**src/shared/reset_seq_defs.svh**
```systemverilog
// timing, position and reset-value constants of the reset sequencer
`ifndef RESET_SEQ_DEFS_SVH
`define RESET_SEQ_DEFS_SVH
`define PH_PER_MC     4'hC
`define PH_LAST       4'hB
`define PH_S5P1       4'h8
`define PH_S5P2       4'h9
`define PH_AFTER_S5P2 4'hA
`define LOW_MC_ACT    2'h2
`define RST_MIN_MC    2'h2
`define PORT_RST_VAL  8'hFF
`define BOOT_ADDR     16'h0000
`define OWD_HOLD_RC   10'h300
`define OWD_WIN_RC    4'h8
`endif

```
**src/shared/reset_seq_pkg.sv**
```systemverilog
// types shared by the reset sequencer files
package reset_seq_pkg;
   typedef enum logic [1:0] {
      ST_RUN   = 2'b00,
      ST_RESET = 2'b01,
      ST_WAIT  = 2'b10,
      ST_ALE   = 2'b11
   } seq_t;

   typedef struct packed {
      logic aleOut;
      logic aleOe;
      logic progStoreOut;
      logic progStoreOe;
   } strobe_t;

   typedef struct packed {
      logic        valid;
      logic        extMem;
      logic [15:0] addr;
   } fetch_t;
endpackage

```
**src/logic/reset_sequencer.sv**
```systemverilog
// reset synchroniser and power-on sequencer of the controller core
// What this block and the external party must do
// External party holds reset low at least two machine cycles, twenty-four periods.
// Internal reset runs from second low machine cycle, repeated each cycle.
// Address-latch and program-store strobes become inputs during reset.
// External party must not drive those strobes during reset.
// Execution starts at address zero after a correct reset.
// Boot-select pin level at reset chooses normal or bootstrap mode.
// Ports 0 to 6 latches set to FF; port 0 floats.
// Ports 7 and 8 always read the live pin levels.
// Reset never alters internal data RAM.
// Reset input sampled once per machine cycle, at state 5 phase 2.
// Two machine cycles load register defaults and port latches.
// Auxiliary watchdog clock lets reset complete without main oscillator.
// Release seen at S5P2; address at next S5P1; strobe falls at S5P2.
// Release to first strobe fall is one to under two machine cycles.
// Watchdog flags failure while its rc oscillator outruns the main one.
// During failure the device is clocked from the rc oscillator.
// After recovery, hold reset 768 rc cycles, then switch clock back.
// A still-asserted external reset keeps the device from executing.
// External reset ends hardware power-down and overrides its input.
// External reset ends software power-down.
// External reset clears the oscillator-failure status flag.
// External party holds reset through oscillator start and watchdog phase.
// Reset output mirrors the combined reset; internal sources last two cycles.
// Phases, states and machine cycles come from the oscillator clock.
// A machine cycle has six states of two phases each.
`timescale 1ns/1ps
`include "reset_seq_defs.svh"
module reset_sequencer (
   // clock and reset
   input  wire logic                     clk_sys,
   input  wire logic                     nrst,
   // oscillator ticks, one per oscillator period
   input  wire logic                     oscTick,
   input  wire logic                     rcTick,
   // pins
   input  wire logic                     resetInN,
   input  wire logic                     boot_select_pin,
   input  wire logic                     hw_powerdown_input,
   input  wire logic [7:0]               port7Pins,
   input  wire logic [7:0]               port8Pins,
   // core requests
   input  wire logic                     wdtRstReq,
   input  wire logic                     swPowerdownReq,
   input  wire logic                     portWr,
   input  wire logic [2:0]               portWrIdx,
   input  wire logic [7:0]               portWrData,
   // strobes and first fetch
   output reset_seq_pkg::strobe_t        strobe_q,
   output reset_seq_pkg::fetch_t         fetch_q,
   // ports
   output logic [6:0][7:0]               portLatch_q,
   output logic [7:0]                    port0Oe_q,
   output logic [7:0]                    port7Read_q,
   output logic [7:0]                    port8Read_q,
   // status
   output logic                          reset_out_n,
   output logic                          bootstrapMode_q,
   output logic                          sfrLoad_q,
   output logic                          cpuRun_q,
   output logic                          swPowerDown_q,
   output logic                          hwPowerDown_q,
   output logic                          osc_fail_status_flag,
   output logic                          clkFromRc
);
   import reset_seq_pkg::*;

   seq_t       seq_q;
   seq_t       seq_d;
   logic [3:0] phase_q;
   logic [1:0] lowCnt_q;
   logic [1:0] rstMc_q;
   logic [1:0] intMc_q;
   logic       tick;
   logic       mcEnd;
   logic       atS5P2;
   logic       extRst;
   logic       owdRst;
   logic       useRc;
   logic       rstAll;

   function automatic logic at_phase(input logic t, input logic [3:0] p,
                                     input logic [3:0] want);
      return t && (p == want);
   endfunction

   function automatic logic [1:0] sat_inc(input logic [1:0] v, input logic [1:0] top);
      return (v == top) ? v : v + 2'h1;
   endfunction

   osc_watchdog owd (
      .clk_sys      (clk_sys),
      .nrst         (nrst),
      .oscTick      (oscTick),
      .rcTick       (rcTick),
      .extRstActive (extRst),
      .useRc_q      (useRc),
      .owdRstReq_q  (owdRst),
      .owdStatus_q  (osc_fail_status_flag)
   );

   // the rc oscillator drives the timing while the main one is failed
   assign tick   = useRc ? rcTick : oscTick;
   assign mcEnd  = at_phase(tick, phase_q, `PH_LAST);
   assign atS5P2 = at_phase(tick, phase_q, `PH_S5P2);
   assign extRst = lowCnt_q == `LOW_MC_ACT;
   assign rstAll = extRst || owdRst || wdtRstReq || (intMc_q != 2'h0);

   // twelve phases: state n phase m sits at index 2*(n-1)+(m-1)
   always_ff @(posedge clk_sys or negedge nrst) begin
      if (!nrst) begin
         phase_q <= 4'h0;
      end else if (tick) begin
         phase_q <= mcEnd ? 4'h0 : phase_q + 4'h1;
      end
   end

   // pin sampled once per machine cycle; a high sample ends external reset
   always_ff @(posedge clk_sys or negedge nrst) begin
      if (!nrst) begin
         lowCnt_q <= 2'h0;
      end else if (atS5P2) begin
         lowCnt_q <= resetInN ? 2'h0 : sat_inc(lowCnt_q, `LOW_MC_ACT);
      end
   end

   // internal sources stretched to the least reset length; one extra count
   // covers the partial machine cycle in which the request arrives
   always_ff @(posedge clk_sys or negedge nrst) begin
      if (!nrst) begin
         intMc_q <= 2'h0;
      end else if (owdRst || wdtRstReq) begin
         intMc_q <= `RST_MIN_MC + 2'h1;
      end else if (mcEnd && intMc_q != 2'h0) begin
         intMc_q <= intMc_q - 2'h1;
      end
   end

   // machine cycles spent in reset; the first count is a partial cycle, so
   // defaults are loaded after two complete ones
   always_ff @(posedge clk_sys or negedge nrst) begin
      if (!nrst) begin
         rstMc_q   <= 2'h0;
         sfrLoad_q <= 1'b0;
      end else begin
         if (!rstAll) begin
            rstMc_q <= 2'h0;
         end else if (mcEnd) begin
            rstMc_q <= sat_inc(rstMc_q, `RST_MIN_MC + 2'h1);
         end
         sfrLoad_q <= rstAll && rstMc_q == (`RST_MIN_MC + 2'h1);
      end
   end

   // sequence: reset, wait for S5P1 after release, strobe, run
   always_comb begin
      seq_d = seq_q;
      case (seq_q)
         ST_RUN: begin
            if (rstAll) begin
               seq_d = ST_RESET;
            end
         end
         ST_RESET: begin
            if (!rstAll && rstMc_q == (`RST_MIN_MC + 2'h1)) begin
               seq_d = ST_WAIT;
            end
         end
         ST_WAIT: begin
            if (rstAll) begin
               seq_d = ST_RESET;
            end else if (at_phase(tick, phase_q, `PH_S5P1)) begin
               seq_d = ST_ALE;
            end
         end
         ST_ALE: begin
            if (rstAll) begin
               seq_d = ST_RESET;
            end else if (atS5P2) begin
               seq_d = ST_RUN;
            end
         end
         default: seq_d = ST_RESET;
      endcase
   end

   always_ff @(posedge clk_sys or negedge nrst) begin
      if (!nrst) begin
         seq_q <= ST_RESET;
      end else begin
         seq_q <= seq_d;
      end
   end

   // strobes float as inputs in reset; first fetch of address zero
   always_ff @(posedge clk_sys or negedge nrst) begin
      if (!nrst) begin
         strobe_q <= '0;
         fetch_q  <= '0;
      end else begin
         strobe_q.aleOe       <= seq_d != ST_RESET;
         strobe_q.progStoreOe <= seq_d != ST_RESET;
         strobe_q.progStoreOut <= 1'b1;
         if (seq_d == ST_RESET) begin
            strobe_q.aleOut <= 1'b0;
            fetch_q.valid   <= 1'b0;
         end else if (seq_q == ST_WAIT && seq_d == ST_ALE) begin
            strobe_q.aleOut <= 1'b1;
            fetch_q.valid   <= 1'b1;
            fetch_q.addr    <= `BOOT_ADDR;
            fetch_q.extMem  <= !bootstrapMode_q;
         end else if (seq_q == ST_ALE && seq_d == ST_RUN) begin
            strobe_q.aleOut <= 1'b0;
         end
      end
   end

   // boot mode taken from the pin while reset holds
   always_ff @(posedge clk_sys or negedge nrst) begin
      if (!nrst) begin
         bootstrapMode_q <= 1'b0;
      end else if (seq_q == ST_RESET) begin
         bootstrapMode_q <= boot_select_pin;
      end
   end

   // port latches forced to ones during reset; data RAM is never touched here
   always_ff @(posedge clk_sys or negedge nrst) begin
      if (!nrst) begin
         portLatch_q <= {7{`PORT_RST_VAL}};
         port0Oe_q   <= 8'h00;
      end else if (rstAll) begin
         portLatch_q <= {7{`PORT_RST_VAL}};
         port0Oe_q   <= 8'h00;
      end else if (portWr && portWrIdx != 3'h7 && seq_q == ST_RUN) begin
         portLatch_q[portWrIdx] <= portWrData;
         if (portWrIdx == 3'h0) begin
            port0Oe_q <= ~portWrData;
         end
      end
   end

   // input-only ports: no latch, the pins are read every cycle
   always_ff @(posedge clk_sys or negedge nrst) begin
      if (!nrst) begin
         port7Read_q <= 8'h00;
         port8Read_q <= 8'h00;
      end else begin
         port7Read_q <= port7Pins;
         port8Read_q <= port8Pins;
      end
   end

   // power-down modes; external reset wins over the hardware input
   always_ff @(posedge clk_sys or negedge nrst) begin
      if (!nrst) begin
         hwPowerDown_q <= 1'b0;
         swPowerDown_q <= 1'b0;
      end else begin
         hwPowerDown_q <= hw_powerdown_input && !extRst;
         if (extRst) begin
            swPowerDown_q <= 1'b0;
         end else if (swPowerdownReq && seq_q == ST_RUN) begin
            swPowerDown_q <= 1'b1;
         end
      end
   end

   always_ff @(posedge clk_sys or negedge nrst) begin
      if (!nrst) begin
         reset_out_n <= 1'b0;
         cpuRun_q    <= 1'b0;
         clkFromRc   <= 1'b1;
      end else begin
         reset_out_n <= !rstAll;
         cpuRun_q    <= seq_d == ST_RUN;
         clkFromRc   <= useRc;
      end
   end
endmodule

```
**src/logic/osc_watchdog.sv**
```systemverilog
// oscillator watchdog: failure detect, clock select, hold-off reset, status flag
`timescale 1ns/1ps
`include "reset_seq_defs.svh"
module osc_watchdog (
   // clock and reset
   input  wire logic clk_sys,
   input  wire logic nrst,
   // oscillator ticks
   input  wire logic oscTick,
   input  wire logic rcTick,
   // external reset seen by the sequencer
   input  wire logic extRstActive,
   // results
   output logic      useRc_q,
   output logic      owdRstReq_q,
   output logic      owdStatus_q
);
   logic [3:0] winCnt_q;
   logic [4:0] oscCnt_q;
   logic       fail_q;
   logic [9:0] holdCnt_q;
   logic       winEnd;

   assign winEnd = rcTick && (winCnt_q == `OWD_WIN_RC - 4'h1);

   // count main ticks across a window of rc ticks
   always_ff @(posedge clk_sys or negedge nrst) begin
      if (!nrst) begin
         winCnt_q <= 4'h0;
         oscCnt_q <= 5'h00;
      end else begin
         if (rcTick) begin
            winCnt_q <= winEnd ? 4'h0 : winCnt_q + 4'h1;
         end
         if (winEnd) begin
            oscCnt_q <= {4'h0, oscTick};
         end else if (oscTick && oscCnt_q != 5'h1F) begin
            oscCnt_q <= oscCnt_q + 5'h01;
         end
      end
   end

   // failed while the rc oscillator outruns the main one, also from power-on
   always_ff @(posedge clk_sys or negedge nrst) begin
      if (!nrst) begin
         fail_q <= 1'b1;
      end else if (winEnd) begin
         fail_q <= oscCnt_q < {1'b0, `OWD_WIN_RC};
      end
   end

   // hold reset for the stabilising interval, then hand the clock back
   always_ff @(posedge clk_sys or negedge nrst) begin
      if (!nrst) begin
         useRc_q     <= 1'b1;
         owdRstReq_q <= 1'b1;
         holdCnt_q   <= 10'h000;
      end else if (fail_q) begin
         useRc_q     <= 1'b1;
         owdRstReq_q <= 1'b1;
         holdCnt_q   <= 10'h000;
      end else if (owdRstReq_q && rcTick) begin
         if (holdCnt_q == `OWD_HOLD_RC - 10'h001) begin
            useRc_q     <= 1'b0;
            owdRstReq_q <= 1'b0;
         end else begin
            holdCnt_q <= holdCnt_q + 10'h001;
         end
      end
   end

   // status flag: set by a failure, cleared by external reset, set wins
   always_ff @(posedge clk_sys or negedge nrst) begin
      if (!nrst) begin
         owdStatus_q <= 1'b1;
      end else if (fail_q) begin
         owdStatus_q <= 1'b1;
      end else if (extRstActive) begin
         owdStatus_q <= 1'b0;
      end
   end
endmodule

```
**config.mk**
```make
export PLATFORM = sky130hd
export DESIGN_NAME = reset_sequencer
export DESIGN_NICKNAME = d
export VERILOG_FILES = /design/src/shared/reset_seq_pkg.sv /design/src/logic/reset_sequencer.sv /design/src/logic/osc_watchdog.sv
export VERILOG_INCLUDE_DIRS = /design/src /design/src/shared
export SDC_FILE = /design/constraint.sdc
export NUM_CORES = 1
export LEC_CHECK = 0
export BUFFER_PORTS_ARGS = -buffer_cell sky130_fd_sc_hd__buf_2
export CORE_ASPECT_RATIO = 1.2
export CORE_MARGIN = 2
export CORE_UTILIZATION = 49
export CTS_BUF_LIST = sky130_fd_sc_hd__clkbuf_2
export DETAILED_ROUTE_END_ITERATION = 8
export PLACE_DENSITY = 0.88
export SETUP_SLACK_MARGIN = 0.3
export SKIP_LAST_GASP = 1
export SYNTH_ARGS = -nofsm -noshare
export SYNTH_HDL_FRONTEND = slang
export SYNTH_SLANG_ARGS = --single-unit
export TNS_END_PERCENT = 10
```
**constraint.sdc**
```tcl
create_clock -name clk_sys -period 1.9 [get_ports clk_sys]
set_clock_uncertainty 0.1 [all_clocks]
set_input_delay 0.285 -clock clk_sys [delete_from_list [all_inputs] [get_ports clk_sys]]
set_output_delay 0.285 -clock clk_sys [all_outputs]
set_load 0.05 [all_outputs]
```
# Word-level counts from Yosys, hierarchy flattened
# Cells that the tools add are included.
# classes
add_sub_neg,7
multipliers,0
n_div,0
order_cmp,3
eq_ne,19
n_shift,0
muxes,42
bitwise,2
reduce_logical,43
# ops
cell,n
2-to-1 mux 56 bit,2
bitwise mux 56 bit,1
2-to-1 mux 8 bit,4
2-to-1 mux 10 bit,3
2-to-1 mux 2 bit,13
demux 8 bit (select 3 bit),1
nonzero test 2 bit,10
2-to-1 mux 18 bit,1
logical AND 1 bit,16
"equality test 4 bit, second input constant",3
2-to-1 mux 1 bit,12
AND reduction 2 bit,6
"adder 10 x 1 -> 10 bit, second input constant",1
"equality test 10 bit, second input constant",1
"equality test 2 bit, second input constant",5
2-to-1 mux 5 bit,2
"adder 4 x 1 -> 4 bit, second input constant",2
2-to-1 mux 4 bit,2
NOT 8 bit,1
one-hot mux 2 bit (4 select lines),1
"inequality test 2 bit, second input constant",3
"adder 5 x 1 -> 5 bit, second input constant",1
"less-than comparator 5 x 4 -> 1 bit, second input constant",1
"inequality test 5 bit, second input constant",1
other kinds (14),23
# totals
regBits,126
latch_bits,0
ramBits,0
rom_bits,0
input_bits,37
elab_cells,149
n_memories,0

# Logic depth before layout (Yosys ltp)
# depth
ltp_word,13
mapped_depth,8
mapped_depth_nobuf,7

# Hierarchy
# From an unflattened synthesis, not the netlist that was laid out.
# unflattened
cells_unflattened,478
area_unflattened_um2,5676.7
# modules_own_cells
module,n_inst,cells_each,area_per_inst_um2,seq_area_each_um2
reset_sequencer,1,372,4575.6,2675.1
osc_watchdog,1,106,1101.1,554.3

# Worst setup path before layout
# Ideal clock, no wire load.
# synth_timing
kind,register to register
start,register lowCnt_q[0]
end,register fetch_q[16] (netlist name)
t_arrival_ps,1758
required_ps,1652
setup_slack_ps,-105
path_stages_with_launch,7
path_cell_list,dfrtp_1 inv_1 ha_1 or4b_1 buf_2 or3_4 mux2i_1
# synth_via
elab_chain_len,11
elab_cells_between_ends,16
cone_classes,eq/ne: 3; mux: 5; bitwise: 1; reduce/logical: 7
# synth_lines
element,line,source
"start, declared",reset_sequencer.sv:72,logic [1:0] lowCnt_q;
"start signal, assigned",reset_sequencer.sv:124,"lowCnt_q <= resetInN ? 2'h0 : sat_inc(lowCnt_q, `LOW_MC_ACT);"
equality test 2 bit *,-,
logical OR 1 bit * (3 in series),reset_sequencer.sv:108,assign rstAll = extRst || owdRst || wdtRstReq || (intMc_q != 2'h0);
logical NOT 1 bit,reset_sequencer.sv:166,if (!rstAll && rstMc_q == (`RST_MIN_MC + 2'h1)) begin
logical AND 1 bit,reset_sequencer.sv:166,
2-to-1 mux 2 bit,reset_sequencer.sv:166,
one-hot mux 2 bit (4 select lines) *,reset_sequencer.sv:159,case (seq_q)
equality test 2 bit or equality test 2 x 1 -> 1 bit (tied branches),"reset_sequencer.sv:208, reset_sequencer.sv:205",
logical AND 1 bit or NOT 1 bit (tied branches),-,
AND reduction 2 bit (no line) *,-,
"end, declared",reset_sequencer.sv:51,"output reset_seq_pkg::fetch_t fetch_q,"
# Mark *: on every way between the ends. The rest lies on a longest branch, timed or not.
# A chain may end at the register's enable or synchronous reset.

# Final worst setup path
# layout_timing
start,register seq_q[0]
end,register portLatch_q[13] (netlist name)
# layout_via
elab_chain_len,3
# layout_lines
element,line,source
"start, declared",reset_sequencer.sv:69,seq_t seq_q;
"start signal, assigned",reset_sequencer.sv:192,seq_q <= seq_d;
logical NOT 2 bit,reset_sequencer.sv:236,end else if (portWr && portWrIdx != 3'h7 && seq_q == ST_RUN) begin
logical AND 1 bit,reset_sequencer.sv:236,
nonzero test 2 bit (no line),-,
"end signal, assigned",reset_sequencer.sv:231,portLatch_q <= {7{`PORT_RST_VAL}};
"end signal, assigned",reset_sequencer.sv:234,portLatch_q <= {7{`PORT_RST_VAL}};
"end signal, assigned by index",reset_sequencer.sv:237,portLatch_q[portWrIdx] <= portWrData;
"end, declared",reset_sequencer.sv:53,"output logic [6:0][7:0] portLatch_q,"
# No other way between the ends.

==> results.toml <==
[detailed_routing]
dr.pass1.iters = 5
vias = 4564
via_per_inst = 5.492
drt_wl_total_um = 14710
route.detailed.drc = 0
detail-route-antenna-nets = 0
drtIter0Drc = 257
avgRoutedWirePerCell_um = 17.70

[global_route]
antenna_found_initial = 0
grt_pass1_wl_um = 22490
grtUsageTotal_pct = 24.18
grt_pass1_vias = 4651
grt_max_degree = 53
overflow = 0

[logic_synthesis]
ys_types = 45
yosysSeqAreaShare_pct = 60.04
synth_edf_count = 0
async_reset_ff_share_pct = 100.0
synth_area_per_cell_sq_um = 11.02
ys_warn_count = 0
syn_area_sq_mm = 0.005379
synth-seq-cells = 126
synthFlopType = "dfrtp_1"
syn_inst = 488

[die]
start_util_pct = 50.65
row_count = 41
die_area_sq_mm = 0.01184
die_w_um = 99.65
ios = 147
core_sq_mm = 0.01062
die_y_um = 118.8

[clocking]
hold_buffers = 34
clk_pin_slew_ps = 230
cts_num_sinks = 126
htree_levels = 4
cts_root_buf = "clkbuf_2"
clk_latency_ps = 680
cts_tree = "built"
numCtsBuffers = 17
clockBufferDepth = 2

[pwr]
power.static_leakage_nw = 3.628
irDropWorstVdd_uv = 490.3
power_density_mw_per_mm2 = 857.7

[worst_setup_path]
rr_worst_depth = 6
worstSetupPathType = "register to register"
path_max_fanout = 8
rr_startpoint = "seq_q[0]"
arrival_ps = 2470
r2r-end = "portLatch_q[13]"
rrSetupSlack_ps = -60
worstPathRequired_ps = 2410
critPathLaunchType = "register"
crit_path_start = "seq_q[0]"
crit_path_end_kind = "register"

[timing]
hold_viol_final = 1
maxSlewHeadroom_pct = 63.00
post-route-period-util_pct = 103.3
tns_ps = -63.22
rsz0062_at_grt = "true"
fin_ws_ps = -63.22
finalSetupViolations = 1
worst_pin_slew_ps = 553.2
hold_ws_ps = -4.502
max_freq_mhz = 509.4
slew_viol_final = 0
fin_crit_ps = 1963

[hold_path]
hold_class = "input pin to register"
whs_path_depth = 5
holdPathEnd = "portLatch_q[7]"
worstHoldStart = "portWrIdx[2]"

[flow_run]
drv_cap = 0

[layout]
antenna_cells = 0
nNetsFinal = 736
final_common_cell = "buf_2"
layout_common_cells = "buf_2 (71), nand2_1 (67), dfrtp_1 (65), dfstp_2 (61), buf_4 (49)"
area_growth_pct = 38.71
final_cells = 831
drive_above_1_share_pct = 40.03
final_cell_area_sq_mm = 0.007461

[place]
post-dp-hpwl_um = 9210
io_buffers = 130
place_inst = 752
gp_congestion = 0.8800
dp_slack_ps = -52.65
place_area_sq_mm = 0.006267

[outcome]
status = "finished, violations left"
violations = "negative hold slack, negative setup slack"
logic make-up after synthesis:
kind of cell	share of synthesized area, %
AND/OR/NAND/NOR	16.66
flip-flops	60.04
AO/OA/AOI/OAI	7.211
buffers and inverters	4.908
multiplexers	7.746
adder cells (fa/ha/maj)	2.326
XOR/XNOR	0.9770
other	0.1396
worst max-delay path by stage:
stage                       to  slack [ps]  cells after the start
3_5_place_dp   owd.oscCnt_q[3]         -50                      7
5_1_grt        portLatch_q[13]         -80                      6
6_report       portLatch_q[13]         -60                      6
3_3_place_gp      port0Oe_q[2]          30                      5
2_1_floorplan      fetch_q[16]          40                      6
4_1_cts        portLatch_q[18]          20                      1
where the power goes:
part | internal [mW] | leakage, nW | switching [mW]
Combinational | 0.467 | 1.99 | 0.733
Sequential | 2.95 | 1.46 | 0.213
Clock | 1.01 | 0.179 | 1.03
sequential cells by signal, summed over array words and instances, names as in the netlist, 2 cells and up:
name           count
phase_q            4
rstMc_q            2
port7Read_q        8
port0Oe_q          8
strobe_q           3
portLatch_q       56
owd.holdCnt_q     10
seq_q              2
owd.winCnt_q       4
lowCnt_q           2
port8Read_q        8
owd.oscCnt_q       5
fetch_q            2
intMc_q            2
Yosys cell counts (7+ instances only):
cell type	number	area share (%)
dfstp_2	61	30
nand3_1	17	1.6
clkbuf_1	7	0.49
dfrtp_1	65	30
or4_1	8	1.1
mux2i_1	36	6.7
a21oi_1	22	2.0
nand2_1	67	4.7
nor2_1	40	2.8
buf_2	7	0.65
ha_1	10	2.3
o21ai_0	29	2.7
buf_4	17	2.4
inv_1	13	0.91
nor3_1	22	2.0
layer usage:
metal,part of all wire (%),global-route usage (%),up-vias
met3,6.6,6.919,35
met1,38,27.40,2234
met5,0,0,-
li1,-,-,2053
met4,2.4,9.332,0
met2,53,42.65,242
what timing repair did:
action                                 4_1_cts  5_1_grt
pin swaps                                    0        2
buffers inserted                             5        8
setup endpoints to repair                  186      190
endpoints found under the hold margin      210        1
resized for setup                          103       39
through the flow:
| step | hold slack [ps] | total power [mW] | util [%] |
|---|---|---|---|
| 4_1_cts | -84.28 | 6.393 | 68.38 |
| 6_report | -4.502 | 6.399 | 70.26 |
| 3_5_place_dp | 148.4 | 4.292 | 59.02 |
| 5_1_grt | -17.94 | 6.733 | 70.26 |
| 2_1_floorplan | -110.6 | 3.934 | - |
| 3_3_place_gp | 141.8 | 4.193 | 59.02 |
final cells by class:
class / instances / area (sq um)
Timing Repair Buffer: 201 / 1737
Tap cell: 129 / 161.4
Multi-Input combinational cell: 330 / 1983
Fill cell: 702 / 3158
Inverter: 13 / 48.80
Sequential cell: 126 / 3229
Clock buffer: 18 / 90.09
Clock inverter: 14 / 211.5
critical path, cell delays in order (launching register included):
cell     delay (ps)
dfstp_2         410
or4_4           550
buf_4           170
nor2_1          110
buf_4           180
nor2_1           40
o21ai_0         330
Power figures use the tool's default switching activity.
